### src/design/gst_pkg.sv
// constants shared by the gated sixteen bit timer design files
// assumes one 50 MHz clock and a 32-bit axi4-lite register port
package gst_pkg;
  // clock figures
  localparam int unsigned GST_CLK_HZ = 50_000_000;
  localparam int unsigned GST_INST_DIV = 4;
  localparam logic [1:0] GST_INST_LAST = 2'(GST_INST_DIV - 1);
  // register byte addresses
  localparam logic [7:0] GST_ADDR_CTRL = 8'h00;
  localparam logic [7:0] GST_ADDR_CNT_LO = 8'h04;
  localparam logic [7:0] GST_ADDR_CNT_HI = 8'h08;
  localparam logic [7:0] GST_ADDR_STATUS = 8'h0c;
  localparam logic [7:0] GST_ADDR_GATE_SRC = 8'h10;
  localparam logic [7:0] GST_ADDR_PORT = 8'h14;
  // control register fields
  localparam int GST_B_TIMER_ON = 0;
  localparam int GST_B_CLK_SEL = 1;
  localparam int GST_B_SYNC_DIS = 2;
  localparam int GST_B_OSC_EN = 3;
  localparam int GST_B_PSC_LO = 4;
  localparam int GST_B_GATE_EN = 6;
  localparam int GST_B_GATE_INV = 7;
  localparam logic [7:0] GST_CTRL_RST = 8'h00;
  // status, gate source and port fields
  localparam int GST_B_OVF = 0;
  localparam int GST_B_GATE_SRC = 1;
  localparam logic GST_GATE_SRC_RST = 1'b1;
  localparam int GST_B_PIN4_DATA = 0;
  localparam int GST_B_PIN5_DATA = 1;
  localparam int GST_B_PIN4_DIR = 4;
  localparam int GST_B_PIN5_DIR = 5;
  localparam logic GST_DIR_RST = 1'b1;
  // count values
  localparam logic [15:0] GST_CNT_MAX = 16'hffff;
  localparam logic [15:0] GST_CNT_ZERO = 16'h0000;
  // bus answers
  localparam logic [1:0] GST_RESP_OKAY = 2'b00;
  localparam logic [1:0] GST_RESP_SLVERR = 2'b10;
endpackage : gst_pkg

### src/design/gst_prescaler.sv
// prescaler dividing a tick stream by 1, 2, 4 or 8
// assumes tick and clear are single-cycle pulses on clk
`timescale 1ns/1ps
`default_nettype none
module gst_prescaler (
  input wire logic clk,
  input wire logic rst_n,
  input wire logic tick,
  input wire logic clear,
  input wire logic [1:0] select,
  output logic out_tick
);
  logic [2:0] cnt_reg;
  logic [2:0] mask;

  // low count bits chosen by select must all be ones for a pass
  always_comb begin
    case (select)
      2'b00: mask = 3'h0;
      2'b01: mask = 3'h1;
      2'b10: mask = 3'h3;
      2'b11: mask = 3'h7;
      default: mask = 3'h0;
    endcase
  end

  assign out_tick = tick && ((cnt_reg & mask) == mask);

  // hidden count, cleared by counter writes
  always_ff @(posedge clk) begin
    if (!rst_n) begin
      cnt_reg <= 3'h0;
    end else if (clear) begin
      cnt_reg <= 3'h0;
    end else if (tick) begin
      cnt_reg <= (out_tick) ? 3'h0 : cnt_reg + 3'h1;
    end
  end
endmodule : gst_prescaler
`default_nettype wire

### src/design/gst_sync.sv
// three-flop synchroniser with agreement filter for one pin level
// assumes the input is asynchronous to clk; output is a clean level
`timescale 1ns/1ps
`default_nettype none
module gst_sync (
  input wire logic clk,
  input wire logic rst_n,
  input wire logic din,
  output logic dout
);
  logic s1_reg;
  logic s2_reg;
  logic s3_reg;

  // capture chain, first stage feeds only the second
  always_ff @(posedge clk) begin
    if (!rst_n) begin
      s1_reg <= 1'b0;
      s2_reg <= 1'b0;
      s3_reg <= 1'b0;
    end else begin
      s1_reg <= din;
      s2_reg <= s1_reg;
      s3_reg <= s2_reg;
    end
  end

  // level changes once stages two and three agree
  always_ff @(posedge clk) begin
    if (!rst_n) begin
      dout <= 1'b0;
    end else if (s2_reg == s3_reg) begin
      dout <= s3_reg;
    end
  end
endmodule : gst_sync
`default_nettype wire

### src/design/gst_timer.sv
// sixteen bit gated timer with axi4-lite register port
// assumes pins and comparator level are asynchronous; aclk is fosc
//
// Local design decisions: the register addresses and the AXI4-Lite register port.
`timescale 1ns/1ps
`default_nettype none
// Function
// - count is sixteen bits in two bytes; byte writes replace that byte at once
// - source select clear counts instruction clock, set counts the external input
// - external input counts on its rising edges only
// - sync disable set counts edges at once, clear aligns them to instruction clock
// - a falling edge must be seen before the first rising edge after listed events
// - prescaler divides by 1, 2, 4 or 8; its count is hidden
// - any counter byte write clears the prescale count
// - oscillator enable starts the crystal, which keeps running in sleep
// - crystal clock usable only with internal or low power primary clock
// - crystal enabled forces pin 5 and 4 to inputs; data reads 0, direction 1
// - asynchronous counter mode keeps counting in sleep and overflow can wake
// - mode change may drop or add one count
// - count reads while counting asynchronously return one byte per read; the other byte is not latched
// - gate source is the gate pin or comparator b output
// - gating acts only with gate enable set
// - gate invert inverts the gate for either source
// - count rolls from all ones to zero and sets the overflow flag
// - prescale field 11 is 1:8, 10 is 1:4, 01 is 1:2, 00 is 1:1
module gst_timer
  import gst_pkg::*;
(
  input wire logic aclk,
  input wire logic aresetn,
  input wire logic [7:0] s_axi_awaddr,
  input wire logic s_axi_awvalid,
  output logic s_axi_awready,
  input wire logic [31:0] s_axi_wdata,
  input wire logic [3:0] s_axi_wstrb,
  input wire logic s_axi_wvalid,
  output logic s_axi_wready,
  output logic [1:0] s_axi_bresp,
  output logic s_axi_bvalid,
  input wire logic s_axi_bready,
  input wire logic [7:0] s_axi_araddr,
  input wire logic s_axi_arvalid,
  output logic s_axi_arready,
  output logic [31:0] s_axi_rdata,
  output logic [1:0] s_axi_rresp,
  output logic s_axi_rvalid,
  input wire logic s_axi_rready,
  input wire logic ext_clock_in,
  input wire logic gate_pin,
  input wire logic comparator_b_output,
  input wire logic low_power_crystal_clock,
  input wire logic primary_clock_lp_ok,
  input wire logic sleep_mode,
  output logic crystal_osc_run,
  output logic pin5_direction,
  output logic pin4_direction,
  output logic overflow_flag,
  output logic wake_request
);
  logic [7:0] ctrl_reg;
  logic gate_source_select_reg;
  logic [1:0] port_dir_reg;
  logic [15:0] count_reg;
  logic [1:0] inst_div_reg;
  logic ext_prev_reg;
  logic armed_reg;
  logic pend_reg;
  logic aw_full_reg;
  logic w_full_reg;
  logic [7:0] wr_addr_reg;
  logic [31:0] wr_data_reg;
  logic wr_strb0_reg;
  logic ext_s;
  logic gate_s;
  logic comp_s;
  logic xtal_s;

  // pin and comparator levels into the aclk domain
  gst_sync u_sync_ext (.clk(aclk), .rst_n(aresetn), .din(ext_clock_in), .dout(ext_s));
  gst_sync u_sync_gate (.clk(aclk), .rst_n(aresetn), .din(gate_pin), .dout(gate_s));
  gst_sync u_sync_comp (.clk(aclk), .rst_n(aresetn), .din(comparator_b_output), .dout(comp_s));
  gst_sync u_sync_xtal (.clk(aclk), .rst_n(aresetn), .din(low_power_crystal_clock), .dout(xtal_s));

  // control fields
  logic timer_on;
  logic clock_source_select;
  logic sync_disable;
  logic crystal_osc_enable;
  logic [1:0] prescale_select;
  logic gate_enable;
  logic gate_invert;
  assign timer_on = ctrl_reg[GST_B_TIMER_ON];
  assign clock_source_select = ctrl_reg[GST_B_CLK_SEL];
  assign sync_disable = ctrl_reg[GST_B_SYNC_DIS];
  assign crystal_osc_enable = ctrl_reg[GST_B_OSC_EN];
  assign prescale_select = ctrl_reg[GST_B_PSC_LO +: 2];
  assign gate_enable = ctrl_reg[GST_B_GATE_EN];
  assign gate_invert = ctrl_reg[GST_B_GATE_INV];

  // write channel: address and data held until both are in
  logic wr_fire;
  logic wr_ok;
  logic wr_ctrl;
  logic wr_lo;
  logic wr_hi;
  logic wr_stat;
  logic wr_gsrc;
  logic wr_port;
  logic cnt_write;
  assign wr_fire = aw_full_reg && w_full_reg && !s_axi_bvalid;
  assign wr_ctrl = wr_fire && wr_strb0_reg && (wr_addr_reg == GST_ADDR_CTRL);
  assign wr_lo = wr_fire && wr_strb0_reg && (wr_addr_reg == GST_ADDR_CNT_LO);
  assign wr_hi = wr_fire && wr_strb0_reg && (wr_addr_reg == GST_ADDR_CNT_HI);
  assign wr_stat = wr_fire && wr_strb0_reg && (wr_addr_reg == GST_ADDR_STATUS);
  assign wr_gsrc = wr_fire && wr_strb0_reg && (wr_addr_reg == GST_ADDR_GATE_SRC);
  assign wr_port = wr_fire && wr_strb0_reg && (wr_addr_reg == GST_ADDR_PORT);
  assign cnt_write = wr_lo || wr_hi;
  assign wr_ok = (wr_addr_reg == GST_ADDR_CTRL) || (wr_addr_reg == GST_ADDR_CNT_LO)
              || (wr_addr_reg == GST_ADDR_CNT_HI) || (wr_addr_reg == GST_ADDR_STATUS)
              || (wr_addr_reg == GST_ADDR_GATE_SRC) || (wr_addr_reg == GST_ADDR_PORT);

  // write handshake, one write in flight
  always_ff @(posedge aclk) begin
    if (!aresetn) begin
      aw_full_reg <= 1'b0;
      w_full_reg <= 1'b0;
      s_axi_awready <= 1'b1;
      s_axi_wready <= 1'b1;
      s_axi_bvalid <= 1'b0;
      s_axi_bresp <= GST_RESP_OKAY;
      wr_addr_reg <= 8'h00;
      wr_data_reg <= 32'h0000_0000;
      wr_strb0_reg <= 1'b0;
    end else begin
      if (s_axi_awvalid && s_axi_awready) begin
        aw_full_reg <= 1'b1;
        s_axi_awready <= 1'b0;
        wr_addr_reg <= s_axi_awaddr;
      end
      if (s_axi_wvalid && s_axi_wready) begin
        w_full_reg <= 1'b1;
        s_axi_wready <= 1'b0;
        wr_data_reg <= s_axi_wdata;
        wr_strb0_reg <= s_axi_wstrb[0];
      end
      if (wr_fire) begin
        aw_full_reg <= 1'b0;
        w_full_reg <= 1'b0;
        s_axi_bvalid <= 1'b1;
        s_axi_bresp <= wr_ok ? GST_RESP_OKAY : GST_RESP_SLVERR;
      end
      if (s_axi_bvalid && s_axi_bready) begin
        s_axi_bvalid <= 1'b0;
        s_axi_awready <= 1'b1;
        s_axi_wready <= 1'b1;
      end
    end
  end

  // software control registers
  always_ff @(posedge aclk) begin
    if (!aresetn) begin
      ctrl_reg <= GST_CTRL_RST;
      gate_source_select_reg <= GST_GATE_SRC_RST;
      port_dir_reg <= {GST_DIR_RST, GST_DIR_RST};
    end else begin
      if (wr_ctrl) begin
        ctrl_reg <= wr_data_reg[7:0];
      end
      if (wr_gsrc) begin
        gate_source_select_reg <= wr_data_reg[GST_B_GATE_SRC];
      end
      if (wr_port) begin
        port_dir_reg <= {wr_data_reg[GST_B_PIN5_DIR], wr_data_reg[GST_B_PIN4_DIR]};
      end
    end
  end

  // crystal runs only where it may share the low power oscillator
  logic xtal_usable;
  assign xtal_usable = crystal_osc_enable && primary_clock_lp_ok;

  // crystal drive and forced pin directions, independent of sleep
  always_ff @(posedge aclk) begin
    if (!aresetn) begin
      crystal_osc_run <= 1'b0;
      pin5_direction <= GST_DIR_RST;
      pin4_direction <= GST_DIR_RST;
    end else begin
      crystal_osc_run <= xtal_usable;
      pin5_direction <= crystal_osc_enable | port_dir_reg[1];
      pin4_direction <= crystal_osc_enable | port_dir_reg[0];
    end
  end

  // instruction clock enable, fosc divided by four, stopped in sleep
  logic inst_tick;
  assign inst_tick = (inst_div_reg == GST_INST_LAST) && !sleep_mode;
  always_ff @(posedge aclk) begin
    if (!aresetn) begin
      inst_div_reg <= 2'h0;
    end else begin
      inst_div_reg <= inst_div_reg + 2'h1;
    end
  end

  // gate selection, inversion and enable
  logic gate_level;
  logic gate_active;
  logic run;
  assign gate_level = gate_source_select_reg ? comp_s : gate_s;
  assign gate_active = gate_invert ? gate_level : !gate_level;
  assign run = timer_on && (!gate_enable || gate_active);

  // external edge detection on the selected input
  logic ext_sel;
  logic ext_rise;
  logic ext_fall;
  logic rise_ok;
  assign ext_sel = xtal_usable ? xtal_s : ext_s;
  assign ext_rise = ext_sel && !ext_prev_reg;
  assign ext_fall = !ext_sel && ext_prev_reg;
  assign rise_ok = ext_rise && armed_reg && run;

  // previous level and falling edge arming
  always_ff @(posedge aclk) begin
    if (!aresetn) begin
      ext_prev_reg <= 1'b0;
      armed_reg <= 1'b0;
    end else begin
      ext_prev_reg <= ext_sel;
      if (cnt_write) begin
        armed_reg <= 1'b0;
      end else if (ext_fall) begin
        armed_reg <= timer_on;
      end
    end
  end

  // synchronous mode holds an edge until the next instruction tick
  logic sync_tick;
  assign sync_tick = inst_tick && (pend_reg || rise_ok);
  always_ff @(posedge aclk) begin
    if (!aresetn) begin
      pend_reg <= 1'b0;
    end else if (cnt_write || !clock_source_select || sync_disable) begin
      pend_reg <= 1'b0;
    end else begin
      pend_reg <= !inst_tick && (pend_reg || rise_ok);
    end
  end

  // source selection into the prescaler
  logic src_tick;
  logic psc_tick;
  logic inc;
  always_comb begin
    if (!clock_source_select) begin
      src_tick = inst_tick;
    end else if (sync_disable) begin
      src_tick = rise_ok;
    end else begin
      src_tick = sync_tick;
    end
  end
  assign psc_tick = src_tick && run && !cnt_write;

  gst_prescaler u_psc (
    .clk(aclk),
    .rst_n(aresetn),
    .tick(psc_tick),
    .clear(cnt_write),
    .select(prescale_select),
    .out_tick(inc)
  );

  // count register: byte writes win over increments
  always_ff @(posedge aclk) begin
    if (!aresetn) begin
      count_reg <= GST_CNT_ZERO;
    end else if (wr_lo) begin
      count_reg[7:0] <= wr_data_reg[7:0];
    end else if (wr_hi) begin
      count_reg[15:8] <= wr_data_reg[7:0];
    end else if (inc) begin
      count_reg <= count_reg + 16'h0001;
    end
  end

  // overflow flag, set beats a software clear; wake pulse in sleep
  logic ovf_evt;
  assign ovf_evt = inc && (count_reg == GST_CNT_MAX);
  always_ff @(posedge aclk) begin
    if (!aresetn) begin
      overflow_flag <= 1'b0;
      wake_request <= 1'b0;
    end else begin
      if (ovf_evt) begin
        overflow_flag <= 1'b1;
      end else if (wr_stat && wr_data_reg[GST_B_OVF]) begin
        overflow_flag <= 1'b0;
      end
      wake_request <= ovf_evt && sleep_mode;
    end
  end

  // read data mux, pin data forced low with the crystal on
  logic [31:0] rd_mux;
  logic rd_ok;
  always_comb begin
    rd_mux = 32'h0000_0000;
    rd_ok = 1'b1;
    case (s_axi_araddr)
      GST_ADDR_CTRL: rd_mux[7:0] = ctrl_reg;
      GST_ADDR_CNT_LO: rd_mux[7:0] = count_reg[7:0];
      GST_ADDR_CNT_HI: rd_mux[7:0] = count_reg[15:8];
      GST_ADDR_STATUS: rd_mux[GST_B_OVF] = overflow_flag;
      GST_ADDR_GATE_SRC: rd_mux[GST_B_GATE_SRC] = gate_source_select_reg;
      GST_ADDR_PORT: begin
        rd_mux[GST_B_PIN5_DIR] = crystal_osc_enable | port_dir_reg[1];
        rd_mux[GST_B_PIN4_DIR] = crystal_osc_enable | port_dir_reg[0];
        rd_mux[GST_B_PIN5_DATA] = ext_s && !crystal_osc_enable;
        rd_mux[GST_B_PIN4_DATA] = gate_s && !crystal_osc_enable;
      end
      default: rd_ok = 1'b0;
    endcase
  end

  // read handshake, answer one cycle after the address
  always_ff @(posedge aclk) begin
    if (!aresetn) begin
      s_axi_arready <= 1'b1;
      s_axi_rvalid <= 1'b0;
      s_axi_rdata <= 32'h0000_0000;
      s_axi_rresp <= GST_RESP_OKAY;
    end else if (s_axi_arvalid && s_axi_arready) begin
      s_axi_arready <= 1'b0;
      s_axi_rvalid <= 1'b1;
      s_axi_rdata <= rd_mux;
      s_axi_rresp <= rd_ok ? GST_RESP_OKAY : GST_RESP_SLVERR;
    end else if (s_axi_rvalid && s_axi_rready) begin
      s_axi_rvalid <= 1'b0;
      s_axi_arready <= 1'b1;
    end
  end
endmodule : gst_timer
`default_nettype wire

### config.mk
export PLATFORM = sky130hd
export DESIGN_NAME = gst_timer
export DESIGN_NICKNAME = d
export VERILOG_FILES = /design/src/design/gst_pkg.sv /design/src/design/gst_prescaler.sv /design/src/design/gst_sync.sv /design/src/design/gst_timer.sv
export SDC_FILE = /design/constraint.sdc
export NUM_CORES = 1
export LEC_CHECK = 0
export BUFFER_PORTS_ARGS = -buffer_cell sky130_fd_sc_hd__buf_2
export CORE_MARGIN = 2
export CORE_UTILIZATION = 51
export DETAILED_ROUTE_END_ITERATION = 7
export PLACE_DENSITY = 0.9
export SLEW_MARGIN = 20
export SYNTH_ARGS = -nofsm -noshare
export SYNTH_HDL_FRONTEND = slang
export SYNTH_HIERARCHICAL = 1
export SYNTH_SLANG_ARGS = --single-unit
export TNS_END_PERCENT = 20
### constraint.sdc
create_clock -name aclk -period 3.8 [get_ports aclk]
set_input_delay 0 -clock aclk [delete_from_list [all_inputs] [get_ports aclk]]
set_output_delay 0 -clock aclk [all_outputs]
set_load 0.005 [all_outputs]
### Yosys cells after proc, flatten, opt, wreduce, memory -nomap -nowiden

Cells that the tools add are included.

* register bits: 92
* logic and storage cells: 163

* add/sub/neg operators: 3
* equal/unequal tests: 21
* multiplexer cells: 25
* bitwise logic cells: 5
* reduce and logical (&&, ||, !) cells: 65

Operator list (number)
* equality test 8 x 4 -> 1 bit (second input constant): 4
* equality test 8 x 5 -> 1 bit (second input constant): 4
* logical AND 1 bit: 31
* 2-to-1 mux 8 bit: 3
* adder 16 x 1 -> 16 bit (second input constant): 1
* equality test 16 bit (second input constant): 1
* equality test 8 x 3 -> 1 bit (second input constant): 2
* logical NOT 8 bit: 2
* 2-to-1 mux 16 bit: 1
* 2-to-1 mux 1 bit: 12
* one-hot mux 2 bit (3 select lines): 2
* one-hot mux 3 bit (4 select lines): 1
* logical NOT 1 bit: 10
* logical OR 1 bit: 10
* one-hot mux 1 bit (5 select lines): 2
* one-hot mux 2 bit (4 select lines): 1
* nonzero test 2 bit: 4
* OR reduction 2 bit: 4
* equality test 2 bit (second input constant): 3
* OR reduction 6 bit: 1
* equality test 1 bit: 4
* 2-to-1 mux 2 bit: 2
* AND reduction 2 bit: 2
* adder 3 x 1 -> 3 bit (second input constant): 1
* other kinds (9): 11

### Longest topological paths before layout

* depth after elaboration: 16
* depth in mapped cells: 14

### Modules after synthesis

Netlist, hierarchy kept.

By module, submodules not included
* gst_timer: instances 1, cells each 429, area each 3519.6 µm², seq. area each 1421.4 µm²
* gst_sync: instances 4, cells each 10, area each 116.4 µm², seq. area each 80.1 µm²
* gst_prescaler: instances 1, cells each 18, area each 192.7 µm², seq. area each 60.1 µm²

### Least setup slack after synthesis

OpenSTA, ideal clock, no wires.

* kind: register -> register
* start: register ctrl_reg[3]
* end: register count_reg[14]
* library setup time: 0.079 ns
* arrival time: 2.780 ns
* path slack: 0.941 ns
* stages on the path, launching flop included: 14
* path buffers: 1
* cells stage by stage: dfxtp_1 clkbuf_1 nand2_1 mux2i_1 nor3b_1 o211ai_1 nor3_1 a21boi_2 and2_1 inv_1 nor3_1 nand3_1 xnor2_1 a211oi_2

* word-level cells in the longest chain between the ends: 14

RTL lines
* from (decl): line gst_timer.sv:60 `logic [7:0] ctrl_reg;`
* from (signal assigned): line gst_timer.sv:168 `ctrl_reg <= wr_data_reg[7:0];`
* logical AND 1 bit *: line gst_timer.sv:181 `assign xtal_usable = crystal_osc_enable && primary_clock_lp_ok;`
* 2-to-1 mux 1 bit *: line gst_timer.sv:220 `assign ext_sel = xtal_usable ? xtal_s : ext_s;`
* logical AND 1 bit *: line gst_timer.sv:221 `assign ext_rise = ext_sel && !ext_prev_reg;`
* logical AND 1 bit * (2 in a row): line gst_timer.sv:223 `assign rise_ok = ext_rise && armed_reg && run;`
* logical OR 1 bit: line gst_timer.sv:242 `assign sync_tick = inst_tick && (pend_reg || rise_ok);`
* logical AND 1 bit: line gst_timer.sv:242
* 2-to-1 mux 1 bit *: line gst_timer.sv:260 `end else if (sync_disable) begin`
* 2-to-1 mux 1 bit *: line gst_timer.sv:258 `if (!clock_source_select) begin`
* logical AND 1 bit * (2 in a row): line gst_timer.sv:266 `assign psc_tick = src_tick && run && !cnt_write;`
* named net psc_tick: line gst_timer.sv:255 `logic psc_tick;`
* logical AND 1 bit *: line gst_prescaler.sv:27 `assign out_tick = tick && ((cnt_reg & mask) == mask);`
* named net inc: line gst_timer.sv:256 `logic inc;`
* nonzero test 2 bit (no source line) *
* AND reduction 2 bit (no source line) *
* to (signal assigned): line gst_timer.sv:284 `count_reg[15:8] <= wr_data_reg[7:0];`
* to (signal assigned): line gst_timer.sv:286 `count_reg <= count_reg + 16'h0001;`
* to (decl): line gst_timer.sv:63 `logic [15:0] count_reg;`

The timed path passes the listed nets; every way through them passes the cells marked *.
A chain may end at the register's enable or synchronous reset.

### Final worst setup path

* start: register s_axi_bvalid
* end: register count_reg[14]

* word-level cells in the longest chain between the ends: 10
* elaborated cells between the ends (all ways): 13
* those cells by class: mux (1); bitwise (1); reduce/logical (11)

RTL lines
* from (decl): line gst_timer.sv:39 `output logic s_axi_bvalid,`
* from (signal assigned): line gst_timer.sv:129 `s_axi_bvalid <= 1'b0;`
* from (signal assigned): line gst_timer.sv:149 `s_axi_bvalid <= 1'b1;`
* from (signal assigned): line gst_timer.sv:153 `s_axi_bvalid <= 1'b0;`
* logical NOT 1 bit *: line gst_timer.sv:110 `assign wr_fire = aw_full_reg && w_full_reg && !s_axi_bvalid;`
* logical AND 1 bit *: line gst_timer.sv:110
* logical AND 1 bit *: line gst_timer.sv:112, gst_timer.sv:113
* logical AND 1 bit, on equally long branches: line gst_timer.sv:112, gst_timer.sv:113
* logical OR 1 bit *: line gst_timer.sv:117 `assign cnt_write = wr_lo || wr_hi;`
* named net cnt_write: line gst_timer.sv:109 `logic cnt_write;`
* logical NOT 1 bit *: line gst_timer.sv:266
* logical AND 1 bit *: line gst_timer.sv:266
* named net psc_tick: line gst_timer.sv:255
* logical AND 1 bit *: line gst_prescaler.sv:27
* named net inc: line gst_timer.sv:256
* nonzero test 2 bit (no source line) *
* AND reduction 2 bit (no source line) *

Marks and branches as above.

==> summary.txt <==
Clocking
  • CTS tree: built
  • Clock latency on the worst-skew pair: between 0.3 and 0.4 ns
  • Root Buffer: clkbuf_8
  • Max Root-Sink Buffers: 2
  • TritonCTS Buffers: 9
  • Clock sinks: 90
  • H-tree depth: 3
  • Worst-path clk slew: 0.09 ns
  • Post-CTS Setup Bufs: 0

STA
  • Worst-Margin Slew: 0.7211 ns
  • Setup TNS: 0 ns
  • Worst Skew: about 0.015 ns
  • Slew HR: 51.75%
  • Slew Viols, Final: 0
  • Final hold violation count: 0
  • Crit share post-route: roughly 95%
  • RSZ-0062 raised after global routing: no
  • Max Freq: between 200 and 300 MHz
  • # setup viols final: 0
  • Crit path time final: between 3 and 4 ns

Pwr
  • Leakage: 0.001950 uW
  • Maximum resistive drop on vdd: 0.1837 mV
  • Total power divided by cell area: between 300 and 400 mW/mm2
  • Power Total: 1817 uW

Setup path
  • Cell Chain, Critical Path: and3b_2, and4_1, nand2b_1, inv_1, nor3_1, a21boi_2, and2_1, inv_1, nor3_1, nand3_1, xnor2_1, a211oi_2
  • Critical path startpoint category: flip-flop
  • Critical path depth: 12
  • Flop-to-flop setup slack: 0.20 ns
  • Crit path DAT: approximately 4 ns
  • CP top delay family: simple AND/OR/NAND/NOR gates
  • Critical Path End: count_reg[14]
  • Critical Path RT: approximately 4.1 ns
  • Critical Path Start: s_axi_bvalid
  • Critical path endpoint category: flip-flop
  • CP Class: reg -> reg
  • Worst R2R End: count_reg[14]
  • WP buf/inv: 2
  • Slowest stage cell on the critical path: nor3_1
  • R2R Path Start: s_axi_bvalid
  • Worst path max stage delay: 0.56 ns
  • R2R depth: 12
  • Crit Path Max Fanout: 12

Placement
  • Dpl cells: 630
  • DPL Wire Length: 6974 um
  • Placed cell area: 0.004393 mm2
  • GPL Wtd Cong: around 0.87
  • Port Buffer Count: 57

Yosys
  • FF+latch count, synth: 90
  • Synthesized cell area: 0.004178 mm2
  • Post-synth top area share: a little over two fifths
  • Library cells used by synthesis: 59
  • Mapped Cells: roughly 490
  • Largest cells by area after synthesis: dfxtp_1 (43%), a21oi_1 (6.5%), nand2_1 (6.4%)
  • Post-synth ARST share: 0%
  • Top cell type by total area after synthesis: dfxtp_1
  • Syn. warnings: 6
  • Avg Inst Size Synth: between 8 and 9 um2
  • Ys flop type: dfxtp_1
  • Sequential fraction of the synthesis area: between 40% and 50%
  • EDFF count, synth: 0

Floorplanning
  • Die Height: 94.51 um
  • I/O pins: roughly 110
  • Die width: ~95 um
  • Core area: 0.008093 mm2
  • Die area: 0.008931 mm2
  • Row cnt: 33
  • Initial Util: 51.62%

Final layout
  • Fraction of layout cells with a size suffix above 1: between 15 and 20%
  • # diodes: 0
  • Fillcell total: a little under 700
  • Layout area overhead: 19.20%
  • Max reg flops: 16
  • Finished layout cell area: 0.004980 mm2
  • Total Nets Final: 642
  • Non-Filler Instances: 684

Detailed routing
  • Detailed Routing Iterations Pass 1: 5
  • Post-route ant nets: 0
  • Via Count: 3878
  • DR vias/cell: 5.670
  • Total Routed Length: 10740 um
  • Routed WL per cell: 15.71 um
  • DRC viols: 0
  • Number of DRC markers in iteration 0: 328

GRT
  • Initial antenna violation count: 0
  • Largest net degree at the start of global routing: 41
  • First-pass GRT wire length: 17330 um
  • Number of global-route vias before repair: between 3k and 4k
  • Total track usage: 24.67%
  • Aggregate global routing overflow: 0

Outcome
  • Status: finished clean

Run
  • Max_cap viols: 0

Min path
  • Worst hold path type: in -> reg
  • Hold path cells: 3
## area by class of cell
cell class              count  area (um2)  share of cell area (%)
multi-input cells         364        2117                   42.51
flip-flops and latches     90        1802                   36.18
repair buffers             98       688.2                   13.82
well taps                 105       131.4                   2.638
clock buffers              10       127.6                   2.563
clock inverters             6       72.57                   1.457
inverters                  11       41.29                  0.8291
## placed cells by master (no fill, tap or decap), types with 2 or more instances in the layout
| master | instances |
|---|---|
| a2111oi_2 | 3 |
| and2_2 | 5 |
| buf_2 | 57 |
| nor2b_1 | 7 |
| or3_1 | 2 |
| conb_1 | 26 |
| nor2_1 | 24 |
| a32oi_1 | 2 |
| nand2_1 | 71 |
| a21oi_1 | 54 |
| nand2b_1 | 5 |
| nor3b_1 | 2 |
| a21boi_1 | 4 |
| clkbuf_8 | 9 |
| buf_4 | 3 |
| nand4_1 | 12 |
| dlygate4sd3_1 | 38 |
| and2_1 | 12 |
| xnor2_1 | 7 |
| o21ai_1 | 4 |
| clkinvlp_4 | 3 |
| o221a_1 | 2 |
| inv_1 | 11 |
| nor4_1 | 2 |
| mux2i_1 | 14 |
| nor3_1 | 6 |
| o21ai_0 | 23 |
| and4_1 | 2 |
| a22o_1 | 6 |
| ha_1 | 3 |
| o211ai_1 | 3 |
| dfxtp_1 | 90 |
| nand3_1 | 27 |
| xor2_1 | 10 |
| a31oi_1 | 2 |
## cells in the mapped netlist, types with 2 or more instances
master	instances
dfxtp_1	90
nand2_1	71
a21oi_1	54
buf_4	27
nand3_1	27
nor2_1	24
o21ai_0	23
mux2i_1	14
clkbuf_1	13
and2_1	12
nand4_1	12
inv_1	11
xor2_1	10
nor2b_1	7
xnor2_1	7
a22o_1	6
nor3_1	6
and2_2	5
nand2b_1	5
a21boi_1	4
o21ai_1	4
a2111oi_2	3
clkbuf_8	3
ha_1	3
nor4_1	3
o211ai_1	3
a31oi_1	2
a32oi_1	2
and4_1	2
buf_2	2
nor3b_1	2
o221a_1	2
or3_1	2
## how the worst min path moves through the flow
| stage | to | slack, ns | start |
|---|---|---|---|
| floorplan | s_axi_wready | 0.10 | s_axi_wvalid |
| global placement | u_sync_ext/s1_reg | 0.21 | ext_clock_in |
| detailed placement | u_sync_comp/s1_reg | 0.21 | comparator_b_output |
| CTS | wr_addr_reg[0] | 0.002 | s_axi_awvalid |
| global route | wr_addr_reg[0] | 0.06 | s_axi_awvalid |
| finish | wr_addr_reg[0] | 0.03 | s_axi_awvalid |
## power breakdown
group	switching, uW	internal [uW]	leakage, uW	total [uW]
clock network	354	311	0.0000910	665
registers	28.7	967	0.000732	996
logic	81.3	74.8	0.00113	156
total	464	1350	0.00195	1820
## routing by layer
layer	vias to the layer above	global-route usage [%]	wire [um]
met1	1815	30.47	4285
met5	-	0	0
li1	1826	-	-
met4	0	11.84	375
met2	194	41.55	5260
met3	43	4.549	822
## worst register-to-register path, stage by stage, from the launching register on
cell and delay (ns):
dfxtp_1 0.38, and3b_2 0.28, and4_1 0.35, nand2b_1 0.27
inv_1 0.17, nor3_1 0.56, a21boi_2 0.38, and2_1 0.21
inv_1 0.13, nor3_1 0.28, nand3_1 0.13, xnor2_1 0.17
a211oi_2 0.22
## cell families after synthesis
logic type      count (synthesis)  synth area share, %
simple gates                  190                22.94
compound gates                113                16.89
flops                          90                43.13
buf+inv                        58                8.595
xor+xnor                       17                3.564
mux                            15                3.893
fa+ha+maj                       3               0.8986
other cells                     1              0.08976
## metrics by stage
| stage | hold slack [ns] | setup WS, ns | utilization [%] |
|---|---|---|---|
| 2_1_floorplan | 0.1004 | 0.9406 | - |
| 3_3_place_gp | 0.2077 | 0.5283 | 54.28 |
| 3_5_place_dp | 0.2125 | 0.3374 | 54.28 |
| 4_1_cts | 0.001963 | 0.3019 | 61.46 |
| 5_1_grt | 0.05863 | 0.006866 | 61.53 |
| 6_report | 0.03212 | 0.1951 | 61.53 |
## repair_timing
| action | CTS | global route |
|---|---|---|
| resized for setup | 0 | 1 |
| endpoints found under the setup margin | 0 | 1 |
| hold buffers | 38 | 0 |
| endpoints found under the hold margin | 30 | 0 |
(Power assumes the default switching activity.)
